**src/apfs_map.svh**
```systemverilog
// constants for the auxiliary port function select block
// assumes six auxiliary ports and 16-bit result words
//
// Contract
// - ratiometric and absolute aux measurements coexist, each with own OV/UV thresholds
// - every aux result stored left-aligned as 14 bits in result bits 15:2
// - aux-configured port above supply is isolated and its protect flag set
// - protect fault and isolation hold until port function config is rewritten
// - summary flag is OR of the six per-port protect flags
// - general enable high makes the port general purpose regardless of aux enable
// - general enable low keeps the port's digital driver released
// - two-wire enable makes port 0 data and port 1 clock, overriding general enable
// - two-wire enable resets to zero
// - direction 0 is input with weak pulldown, 1 is output
// - output ports drive the level of their drive-level bit
// - two-wire enabled: results 0 and 1 read zero, their config bits ignored functionally
// - level readback shows actual pin level for input or output ports
// - aux ports read level 0; two-wire enabled reads bits 1:0 as 00
`ifndef APFS_MAP_SVH
`define APFS_MAP_SVH
`define APFS_PORTS       6
`define APFS_RES_W       16
`define APFS_ADC_W       14
`define APFS_RES_LSB     2
`define APFS_SDA_PORT    0
`define APFS_SCL_PORT    1
`define APFS_CFG_RESET   6'h00
`define APFS_RES_ZERO    16'h0000
`endif

```
**src/apfs_pkg.sv**
```systemverilog
// types for the auxiliary port function select block
// assumes apfs_map.svh is on the include path
`include "apfs_map.svh"
package apfs_pkg;
  typedef logic [`APFS_PORTS-1:0] apfs_port_vec_t;
  typedef logic [`APFS_RES_W-1:0] apfs_result_t;
  typedef enum logic [2:0]
  {
    APFS_FN_AUX     = 3'b001,
    APFS_FN_GENERAL = 3'b010,
    APFS_FN_TWOWIRE = 3'b100
  } apfs_func_t;
endpackage

```
**src/apfs_port_select.sv**
```systemverilog
// auxiliary port function select: aux / general purpose / two-wire muxing,
// overvoltage protect latching and level readback
// assumes analog comparators supply per-port overvoltage levels and the adc
// hands 14-bit results with one write strobe and a 3-bit port number; twowire core is outside
`timescale 1ns/100ps
`default_nettype none
`include "apfs_map.svh"
module apfs_port_select
  import apfs_pkg::*;
(
  input  wire logic                  clk_in,                    // 25 MHz clock
  input  wire logic                  rst_n_in,                  // sync reset, low
  input  wire logic                  clk_en_in,                 // freezes state when low
  input  wire logic                  cfg_write_in,              // config register write pulse
  input  wire logic [`APFS_PORTS-1:0] aux_measure_enable_in,    // aux measurement enables
  input  wire logic [`APFS_PORTS-1:0] aux_reference_select_in,  // 1 absolute, 0 ratiometric
  input  wire logic [`APFS_PORTS-1:0] port_general_enable_in,   // written general enables
  input  wire logic [`APFS_PORTS-1:0] port_direction_in,        // written directions
  input  wire logic                  twowire_controller_enable_in, // written two-wire enable
  input  wire logic                  level_write_in,            // drive level write pulse
  input  wire logic [`APFS_PORTS-1:0] port_drive_level_in,      // written drive levels
  input  wire logic [`APFS_PORTS-1:0] pin_level_in,             // pad input levels
  input  wire logic [`APFS_PORTS-1:0] overvoltage_in,           // pad above analog supply
  input  wire logic                  adc_valid_in,              // adc result strobe
  input  wire logic [2:0]            adc_port_in,               // port of adc result
  input  wire logic [`APFS_ADC_W-1:0] adc_data_in,              // 14-bit adc result
  input  wire logic                  sda_oe_n_in,               // twowire core data pull, low
  input  wire logic                  scl_oe_n_in,               // twowire core clock pull, low
  output var  logic [`APFS_PORTS-1:0] port_general_enable_out,  // read back
  output var  logic [`APFS_PORTS-1:0] port_direction_out,       // read back
  output var  logic [`APFS_PORTS-1:0] port_drive_level_out,     // read back
  output var  logic                  twowire_controller_enable_out, // read back
  output var  logic [`APFS_PORTS-1:0] aux_measure_enable_out,   // read back
  output var  logic [`APFS_PORTS-1:0] aux_reference_select_out, // read back
  output var  logic [`APFS_PORTS-1:0] port_level_readback_out,  // level readback
  output var  logic [`APFS_PORTS-1:0] aux_overvoltage_protect_flag_out, // sticky flags
  output var  logic                  aux_protect_summary_flag_out, // failure status summary
  output var  logic [`APFS_PORTS-1:0] aux_isolate_out,          // open-circuit aux input
  output var  logic [`APFS_PORTS-1:0] pin_out,                  // pad drive value
  output var  logic [`APFS_PORTS-1:0] pin_oe_n_out,             // pad enable, low drives
  output var  logic [`APFS_PORTS-1:0] pulldown_out,             // weak pulldown on
  output var  logic [`APFS_PORTS-1:0] abs_ref_out,              // absolute reference on
  output var  logic [`APFS_PORTS-1:0] abs_thresh_sel_out,       // absolute threshold set
  output var  logic [`APFS_PORTS*`APFS_RES_W-1:0] aux_result_out, // result words
  output var  logic [`APFS_PORTS-1:0] sda_sync_out,             // synced pin bits to core
  output var  logic                  sda_in_out,                // synced data line
  output var  logic                  scl_in_out                 // synced clock line
);

  ////////////////////////////////////////////////////////////////////////////
  function automatic apfs_func_t port_func(input logic tw_en, input logic gen_en,
                                           input int idx);
    if (tw_en && (idx == `APFS_SDA_PORT || idx == `APFS_SCL_PORT))
      return APFS_FN_TWOWIRE;
    else if (gen_en)
      return APFS_FN_GENERAL;
    else
      return APFS_FN_AUX;
  endfunction

  logic [`APFS_PORTS-1:0] gen_en_reg;
  logic [`APFS_PORTS-1:0] dir_reg;
  logic [`APFS_PORTS-1:0] drv_reg;
  logic                   tw_en_reg;
  logic [`APFS_PORTS-1:0] aux_en_reg;
  logic [`APFS_PORTS-1:0] ref_sel_reg;
  logic [`APFS_PORTS-1:0] flag_reg;
  logic [`APFS_PORTS-1:0] flag_next;
  logic [`APFS_PORTS-1:0] sync1_reg;
  logic [`APFS_PORTS-1:0] sync2_reg;
  logic [`APFS_PORTS-1:0] sync3_reg;
  logic [`APFS_PORTS-1:0] stable_reg;
  logic [`APFS_PORTS-1:0] ov1_reg;
  logic [`APFS_PORTS-1:0] ov2_reg;
  logic [`APFS_PORTS-1:0] ov3_reg;
  logic [`APFS_PORTS-1:0] is_aux;
  logic [`APFS_PORTS-1:0] is_gen;
  logic [`APFS_PORTS-1:0] is_tw;
  logic [`APFS_PORTS-1:0] oe_n_next;
  logic [`APFS_PORTS-1:0] rd_next;
  apfs_result_t           res_reg [`APFS_PORTS];

  ////////////////////////////////////////////////////////////////////////////
  // per-port function decode and pad control
  genvar g;
  generate
    for (g = 0; g < `APFS_PORTS; g++)
    begin : g_port
      apfs_func_t fn;
      assign fn = port_func(tw_en_reg, gen_en_reg[g], g);
      assign is_tw[g]  = (fn == APFS_FN_TWOWIRE);
      assign is_gen[g] = (fn == APFS_FN_GENERAL);
      assign is_aux[g] = (fn == APFS_FN_AUX);
      assign oe_n_next[g] = is_tw[g] ? ((g == `APFS_SDA_PORT) ? sda_oe_n_in : scl_oe_n_in)
                          : !(is_gen[g] && dir_reg[g]);
      assign rd_next[g] = is_gen[g] & stable_reg[g];
      // overvoltage sets only while aux; set wins over a simultaneous rewrite
      assign flag_next[g] = (is_aux[g] && ov3_reg[g] == ov2_reg[g] && ov2_reg[g])
                          | (flag_reg[g] & ~cfg_write_in);
    end
  endgenerate

  ////////////////////////////////////////////////////////////////////////////
  // configuration registers, read back as written
  always_ff @(posedge clk_in)
  begin
    if (!rst_n_in)
    begin
      gen_en_reg  <= `APFS_CFG_RESET;
      dir_reg     <= `APFS_CFG_RESET;
      drv_reg     <= `APFS_CFG_RESET;
      tw_en_reg   <= 1'b0;
      aux_en_reg  <= `APFS_CFG_RESET;
      ref_sel_reg <= `APFS_CFG_RESET;
    end
    else if (clk_en_in)
    begin
      if (cfg_write_in)
      begin
        gen_en_reg  <= port_general_enable_in;
        dir_reg     <= port_direction_in;
        tw_en_reg   <= twowire_controller_enable_in;
        aux_en_reg  <= aux_measure_enable_in;
        ref_sel_reg <= aux_reference_select_in;
      end
      if (level_write_in)
        drv_reg <= port_drive_level_in;
    end
  end

  ////////////////////////////////////////////////////////////////////////////
  // three-stage input capture, change accepted when stages 2 and 3 agree
  always_ff @(posedge clk_in)
  begin
    if (!rst_n_in)
    begin
      sync1_reg  <= `APFS_CFG_RESET;
      sync2_reg  <= `APFS_CFG_RESET;
      sync3_reg  <= `APFS_CFG_RESET;
      stable_reg <= `APFS_CFG_RESET;
      ov1_reg    <= `APFS_CFG_RESET;
      ov2_reg    <= `APFS_CFG_RESET;
      ov3_reg    <= `APFS_CFG_RESET;
    end
    else if (clk_en_in)
    begin
      sync1_reg <= pin_level_in;
      sync2_reg <= sync1_reg;
      sync3_reg <= sync2_reg;
      stable_reg <= (sync2_reg & sync3_reg) | (stable_reg & (sync2_reg | sync3_reg));
      ov1_reg <= overvoltage_in;
      ov2_reg <= ov1_reg;
      ov3_reg <= ov2_reg;
    end
  end

  ////////////////////////////////////////////////////////////////////////////
  // protection flags, pad drive, readback
  always_ff @(posedge clk_in)
  begin
    if (!rst_n_in)
    begin
      flag_reg                     <= `APFS_CFG_RESET;
      aux_protect_summary_flag_out <= 1'b0;
      pin_oe_n_out                 <= {`APFS_PORTS{1'b1}};
      pin_out                      <= `APFS_CFG_RESET;
      pulldown_out                 <= `APFS_CFG_RESET;
      port_level_readback_out      <= `APFS_CFG_RESET;
      sda_in_out                   <= 1'b1;
      scl_in_out                   <= 1'b1;
    end
    else if (clk_en_in)
    begin
      flag_reg                     <= flag_next;
      aux_protect_summary_flag_out <= |flag_next;
      pin_oe_n_out                 <= oe_n_next;
      pin_out                      <= drv_reg & is_gen;
      pulldown_out                 <= is_gen & ~dir_reg;
      port_level_readback_out      <= rd_next;
      sda_in_out                   <= stable_reg[`APFS_SDA_PORT];
      scl_in_out                   <= stable_reg[`APFS_SCL_PORT];
    end
  end

  ////////////////////////////////////////////////////////////////////////////
  // result words, 14-bit value left-aligned; twowire ports read zero
  generate
    for (g = 0; g < `APFS_PORTS; g++)
    begin : g_res
      always_ff @(posedge clk_in)
      begin
        if (!rst_n_in)
          res_reg[g] <= `APFS_RES_ZERO;
        else if (clk_en_in && adc_valid_in && adc_port_in == 3'(g))
          res_reg[g] <= {adc_data_in, {`APFS_RES_LSB{1'b0}}};
      end
      always_ff @(posedge clk_in)
      begin
        if (!rst_n_in)
          aux_result_out[g*`APFS_RES_W +: `APFS_RES_W] <= `APFS_RES_ZERO;
        else if (clk_en_in)
          aux_result_out[g*`APFS_RES_W +: `APFS_RES_W] <=
            is_tw[g] ? `APFS_RES_ZERO : res_reg[g];
      end
    end
  endgenerate

  ////////////////////////////////////////////////////////////////////////////
  // registered mirrors of configuration and aux control
  always_ff @(posedge clk_in)
  begin
    if (!rst_n_in)
    begin
      port_general_enable_out       <= `APFS_CFG_RESET;
      port_direction_out            <= `APFS_CFG_RESET;
      port_drive_level_out          <= `APFS_CFG_RESET;
      twowire_controller_enable_out <= 1'b0;
      aux_measure_enable_out        <= `APFS_CFG_RESET;
      aux_reference_select_out      <= `APFS_CFG_RESET;
      aux_isolate_out               <= `APFS_CFG_RESET;
      abs_ref_out                   <= `APFS_CFG_RESET;
      abs_thresh_sel_out            <= `APFS_CFG_RESET;
      aux_overvoltage_protect_flag_out <= `APFS_CFG_RESET;
      sda_sync_out                  <= `APFS_CFG_RESET;
    end
    else if (clk_en_in)
    begin
      port_general_enable_out       <= gen_en_reg;
      port_direction_out            <= dir_reg;
      port_drive_level_out          <= drv_reg;
      twowire_controller_enable_out <= tw_en_reg;
      aux_measure_enable_out        <= aux_en_reg;
      aux_reference_select_out      <= ref_sel_reg;
      aux_isolate_out               <= flag_next | ~is_aux;
      abs_ref_out                   <= ref_sel_reg & aux_en_reg & is_aux;
      abs_thresh_sel_out            <= ref_sel_reg;
      aux_overvoltage_protect_flag_out <= flag_next;
      sda_sync_out                  <= stable_reg;
    end
  end

endmodule
`default_nettype wire

```
**config.mk**
```make
export PLATFORM = sky130hd
export DESIGN_NAME = apfs_port_select
export DESIGN_NICKNAME = d
export VERILOG_FILES = /design/src/apfs_pkg.sv /design/src/apfs_port_select.sv
export VERILOG_INCLUDE_DIRS = /design/src
export SDC_FILE = /design/constraint.sdc
export NUM_CORES = 1
export LEC_CHECK = 0
export BUFFER_PORTS_ARGS = -buffer_cell sky130_fd_sc_hd__buf_2
export CAP_MARGIN = 20
export CELL_PAD_IN_SITES_DETAIL_PLACEMENT = 1
export CELL_PAD_IN_SITES_GLOBAL_PLACEMENT = 1
export CORE_MARGIN = 3
export CORE_UTILIZATION = 46
export DETAILED_ROUTE_END_ITERATION = 12
export PLACE_DENSITY = 0.86
export RECOVER_POWER = 100
export SYNTH_ARGS = -nofsm -noshare
export SYNTH_HDL_FRONTEND = slang
export SYNTH_SLANG_ARGS = --single-unit
export TNS_END_PERCENT = 10
```
**constraint.sdc**
```tcl
create_clock -name clk_in -period 4.72 [get_ports clk_in]
set_input_delay 0.708 -clock clk_in [delete_from_list [all_inputs] [get_ports clk_in]]
set_output_delay 0.708 -clock clk_in [all_outputs]
set_load 0.03 [all_outputs]
```
# Word-level counts from Yosys, hierarchy flattened
# Memories as Yosys holds them, arrays and structs flattened. A register that Yosys moved wholly into a read port is not among the register bits.
# Index checks and enable logic that the tools add are counted.
# op_classes
div_mod_pow	0
n_reduce_logical	39
n_mux	45
shifts	0
addsub	0
multipliers	0
n_lt_le_gt_ge	0
n_bitwise	36
eq_ne	29
# op_table
cell	count
$mux 16	6
$mux 14	6
$and 6x6->6	6
$logic_and 1x1->1	25
$mux 1	25
$eq 3x2->1 const B	8
$eq 3x3->1 const B	8
$eq 3x1->1 const B	7
$or 6x6->6	3
$and 1x1->1	12
$mux 2	6
$not 6->6	2
$or 1x1->1	12
$logic_not 1->1	10
$eq 1x1->1	6
$mux 3	2
$reduce_or 6->1	1
$reduce_and 2->1	2
$logic_not 3->1	1
$not 1->1	1
# totals
reg_bits	251
rom_bits	0
ramBits	84
latch_bits	0
n_memories	1
in_bits	68
# mem_list
name	depth	word_bits	read_ports	rd_ports_with_merged_regs	wr	line_no	text
res_reg	6	14	6	4	6	apfs_port_select.sv:81	apfs_result_t res_reg [`APFS_PORTS];

# Longest topological paths before layout
# depth
depth_word	7
ltp_mapped	6
mapped_depth_nobuf	4

# Worst setup path after synthesis
# OpenSTA, ideal clock, no wires.
# synth_timing
kind	input -> register
startpoint	input port adc_valid_in
endpoint	memory res_reg[0][0] (netlist name), enable pin
n_path_buf	0
setup_slack_ns	2.126
stages	3
t_arrival_ns	2.190
cell_sequence	nand2_1 -> or3_4 -> o21ai_0
# synth_rtl
item	line_no	text
start, declared	apfs_port_select.sv:24	input wire logic adc_valid_in,
end, declared	apfs_port_select.sv:81	

# Final worst setup path
# layout_timing
startpoint	input port clk_en_in
endpoint	register drv_reg[3]
# layout_between
elab_chain_cells	1
# layout_lines
item	line_no	text
start, declared	apfs_port_select.sv:13	input wire logic clk_en_in,
$reduce_and 2->1 (no source line)	--	
end signal, assigned	apfs_port_select.sv:111	drv_reg <= `APFS_CFG_RESET;
end signal, assigned	apfs_port_select.sv:127	drv_reg <= port_drive_level_in;
end, declared	apfs_port_select.sv:63	logic [`APFS_PORTS-1:0] drv_reg;
# No other way between the ends.
# A chain may end at the register's enable or synchronous reset.

==> summary by stage <==
Outcome
The flow ran to the end, but the final reports show violations. The final reports fail on capacitance limit, slew limit.

STA
Of the available clock period, the critical path in the final layout requires 0.6946. The headroom to the max-slew limit is -0.3603. Across all setup checks in the final design, the least slack found is 1.441 ns. The routed design could run at a clock period as short as 3.279 ns.

The maximum clock frequency is 305.0 MHz. The final count of negative-setup-slack endpoints is 0. The final worst clock skew is 0.01411 ns. The setup TNS is 0 ns. The slew of the pin with the lowest slew margin is 2.040 ns. Setup repair after global routing left no endpoint under its margin.

The final-report max-slew violation count is 154. The number of hold violations in the final report is 0.

Setup path
The required time at the worst-slack endpoint is 5.09 ns. Among all stages on the critical path, the largest delay is contributed by clkbuf_2. STA classifies the critical path endpoint as a flip-flop. Across all register-to-register paths, the minimum setup slack is 2.94 ns. The worst register-to-register path begins at tw_en_reg. The maximum fanout along the worst path is 74. The arrival time of data at the critical path endpoint is 3.65 ns. On the critical path the largest part of the delay comes from buffers and inverters. The end of the worst register-to-register path is aux_protect_summary_flag_out. The number of cells on the worst reg-to-reg path is 4.

The kind of start point of the critical path is a primary input. Traced cell by cell, the critical path runs through clkbuf_8 > clkbuf_2 > nand2_1 > nand2_1 > a21boi_0. The critical path buffer and inverter count is 2. The largest stage delay on the critical path is 1.57 ns. Among the stages of the critical path, the cell type that occurs most often is nand2_1.

The type of the worst setup path is in2reg.

Final layout
In the final layout, the share of cells above drive strength 1 is 0.09424. Counting the fill cells in the layout gives 2,905. The final antenna diode count is 0. For this run, the post-layout net count is 1,379.

Measured on the finished design, the core utilization comes to 0.5515. The growth of design area from synthesis to finish is 17.00%.

Routing
The number of DRC markers after the initial detailed-route iteration is 628. Dividing the detail-routed via count by the number of cells gives 5.253. The remaining antenna violation count is 0. The detailed-route wire length per cell is 20.63 um. The number of detailed-routing iterations run before antenna repair is 5.

The DRC violation count after routing is 0. The routed layout has 8,783 vias. Wires add up to 34,500 um.

Clock tree
The level count of the clock H-tree is 2. The source-to-sink clock delay at the later pin of the worst-skew pair is 0.51 ns. The number of gates resized after CTS was 0.

The number of setup buffers added after CTS is 0. The TritonCTS clock tree is built. The clock-pin slew reported for the worst setup and hold paths after clock tree synthesis is 0.06 ns. The TritonCTS buffer count is 35. In this run, post-CTS hold repair placed 0 buffers.

The number of clock sinks is 323. In this run the clock root is driven by a clkbuf_16. Counting along the longest clock path gives a buffer depth of 3.

Yosys
After synthesis, the share of cell area in mux cells is 0.1026. In this run the mean area of a mapped cell was 11.23 um^2. The most common flop cell mapped by yosys is dfxtp_1. In this run, distinct cell masters in the synthesized netlist total 44. The async set-reset flop share out of synthesis is 0. The complex-gate fraction of the synthesized area was 0.08151. The portion of the post-synthesis area used by sequential elements is 0.5898. The xor/xnor share of the synthesized area is 0. The post-synthesis cell count is 1,103.

Of the total synthesized cell area, the portion taken by AND, OR, NAND and NOR gates is 0.1848. The cell area after synthesis is 0.01239 mm^2. The synthesized design contains 323 register bits. During synthesis, Yosys emitted a total of 0 warnings.

The combinational family with the most area after synthesis is simple AND/OR/NAND/NOR gates. The number of synthesized flops with an enable pin is 84. Of the total synthesized cell area, the portion taken by full adders, half adders and majority gates is 0.

Hold path
The worst hold path passes through 3 cells. The worst hold endpoint is ref_sel_reg[1]. In this run the worst hold path is classified as in2reg.

The critical hold path startpoint is aux_reference_select_in[1].

Global route
The pin count of the biggest net entering global routing is 158. The global router's overall resource usage is 0.2306. The aggregate global routing overflow is 0.

The wire length of the first global-routing pass is 52,310 um. The number of antenna violations at the first check in global routing is 0. The number of global-route vias before repair is 9,114.

Floorplan
The starting density of the core is 0.4714. The horizontal die dimension is 170.1 um. The area of the placeable core is 0.02628 mm^2. For this design the top-level I/O count stands at 252.

The die covers 0.02894 mm^2. The die is 170.1 um tall. The row count is 59.

Power and ir drop
The static power due to leakage is 5.542 nW. VDD sags by at most 0.3780 mV. The share of total power dissipated in the clock network is 0.423.

The internal portion of the total power is 4.672 mW. Dividing total power by cell area gives a power density of 428.1 mW/mm^2. The proportion of total power due to net switching is 0.2469.

The sequential cell fraction of total power is 0.491. The share of total power dissipated in combinational logic is 0.086. The switching power summed over all nets is 1.532 mW.

Placement
The congestion estimate from routability-driven global placement came to 0.8213. Detailed placement ended at an HPWL of 22,360 um. The count of buffers added on input and output ports is 239.

OpenSTA, run right after detailed placement, puts the worst setup slack at 1.650 ns.

Run
Across the run, the number of max-cap violations was 3.
==> tightest hold or removal path: cells and delay by family <==
kind	cells	cell delay [ns]
buffers and inverters	1	0.10
and+or+nand+nor	1	0.05
AOI/OAI and AO/OA	1	0.05
==> metal layers <==
layer	global-route usage	part of all wire	wire length, um
met2	0.4088	0.50	17310
met3	0.06109	0.081	2791
met5	0	0	0
met1	0.2779	0.40	13640
met4	0.06208	0.022	759
==> cells in the final DEF (no fill, tap or decap), types with 28 or more instances in the layout <==
cell       count
a21boi_0      60
a22oi_1       28
and2_0        69
buf_2         65
clkbuf_1     189
clkbuf_16     36
dfxtp_1      239
edfxtp_1      84
mux2i_1      127
nand2_1      112
nor2b_1      159
==> power by group through the flow <==
stage               registers, mW  clock network, mW  logic, mW
floorplan                    3.19                  0      0.269
global route                 3.06               2.81      0.576
finish                       3.05               2.62      0.533
detailed placement           3.10                  0      0.549
global placement             3.09                  0      0.533
CTS                          3.04               2.68      0.555
==> worst max-delay path by stage <==
| stage | startpoint | end | slack (ns) | depth (start not counted) |
|---|---|---|---|---|
| final | clk_en_in | drv_reg[3] | 1.44 | 5 |
| after global routing | clk_en_in | drv_reg[3] | 1.22 | 5 |
| after floorplan | adc_valid_in | res_reg[0][0] | 2.13 | 3 |
| after CTS | clk_en_in | res_reg[0][1] | 2.09 | 4 |
| after detailed placement | clk_en_in | res_reg[0][1] | 1.65 | 4 |
| after global placement | clk_en_in | res_reg[0][0] | 1.67 | 4 |
==> cells by family after synthesis <==
family                 after synthesis
AND/OR/NAND/NOR                    413
flip-flops                         323
AO/OA/AOI/OAI                      143
multiplexers                       127
buffers and inverters               96
other                                1
==> cells in the mapped netlist, types with 10 or more instances <==
| cell type | n | area share |
|---|---|---|
| nand3_1 | 20 | 0.0081 |
| edfxtp_1 | 84 | 0.20 |
| buf_2 | 26 | 0.011 |
| mux2i_1 | 127 | 0.10 |
| o21ai_0 | 21 | 0.0085 |
| clkbuf_1 | 32 | 0.0097 |
| and2_1 | 84 | 0.042 |
| a21boi_0 | 59 | 0.036 |
| nand2_1 | 112 | 0.034 |
| a22oi_1 | 28 | 0.017 |
| a21oi_1 | 10 | 0.0040 |
| buf_4 | 28 | 0.017 |
| nor2_1 | 12 | 0.0036 |
| nor2b_1 | 159 | 0.080 |
| dfxtp_1 | 239 | 0.39 |
==> final cells by class <==
cell class | count | area [um^2] | area share
inverters | 7 | 26.28 | 0.001813
repair buffers | 249 | 1044 | 0.07200
clock inverters | 8 | 57.56 | 0.003971
multi-input cells | 695 | 4588 | 0.3166
well taps | 335 | 419.2 | 0.02892
flip-flops and latches | 323 | 7307 | 0.5041
clock buffers | 55 | 1052 | 0.07260
==> metrics by stage <==
| step | area (um^2) | hold WS, ns | std cells | power (mW) |
|---|---|---|---|---|
| CTS | 14750 | 0.4352 | 1670 | 6.281 |
| floorplan | 12430 | 0.4428 | 1114 | 3.460 |
| global placement | 13630 | 0.4515 | 1606 | 3.628 |
| global route | 14490 | 0.4478 | 1672 | 6.441 |
| detailed placement | 13640 | 0.4667 | 1607 | 3.649 |
| finish | 14490 | 0.4502 | 1672 | 6.204 |
Power figures use the tool's default switching activity.
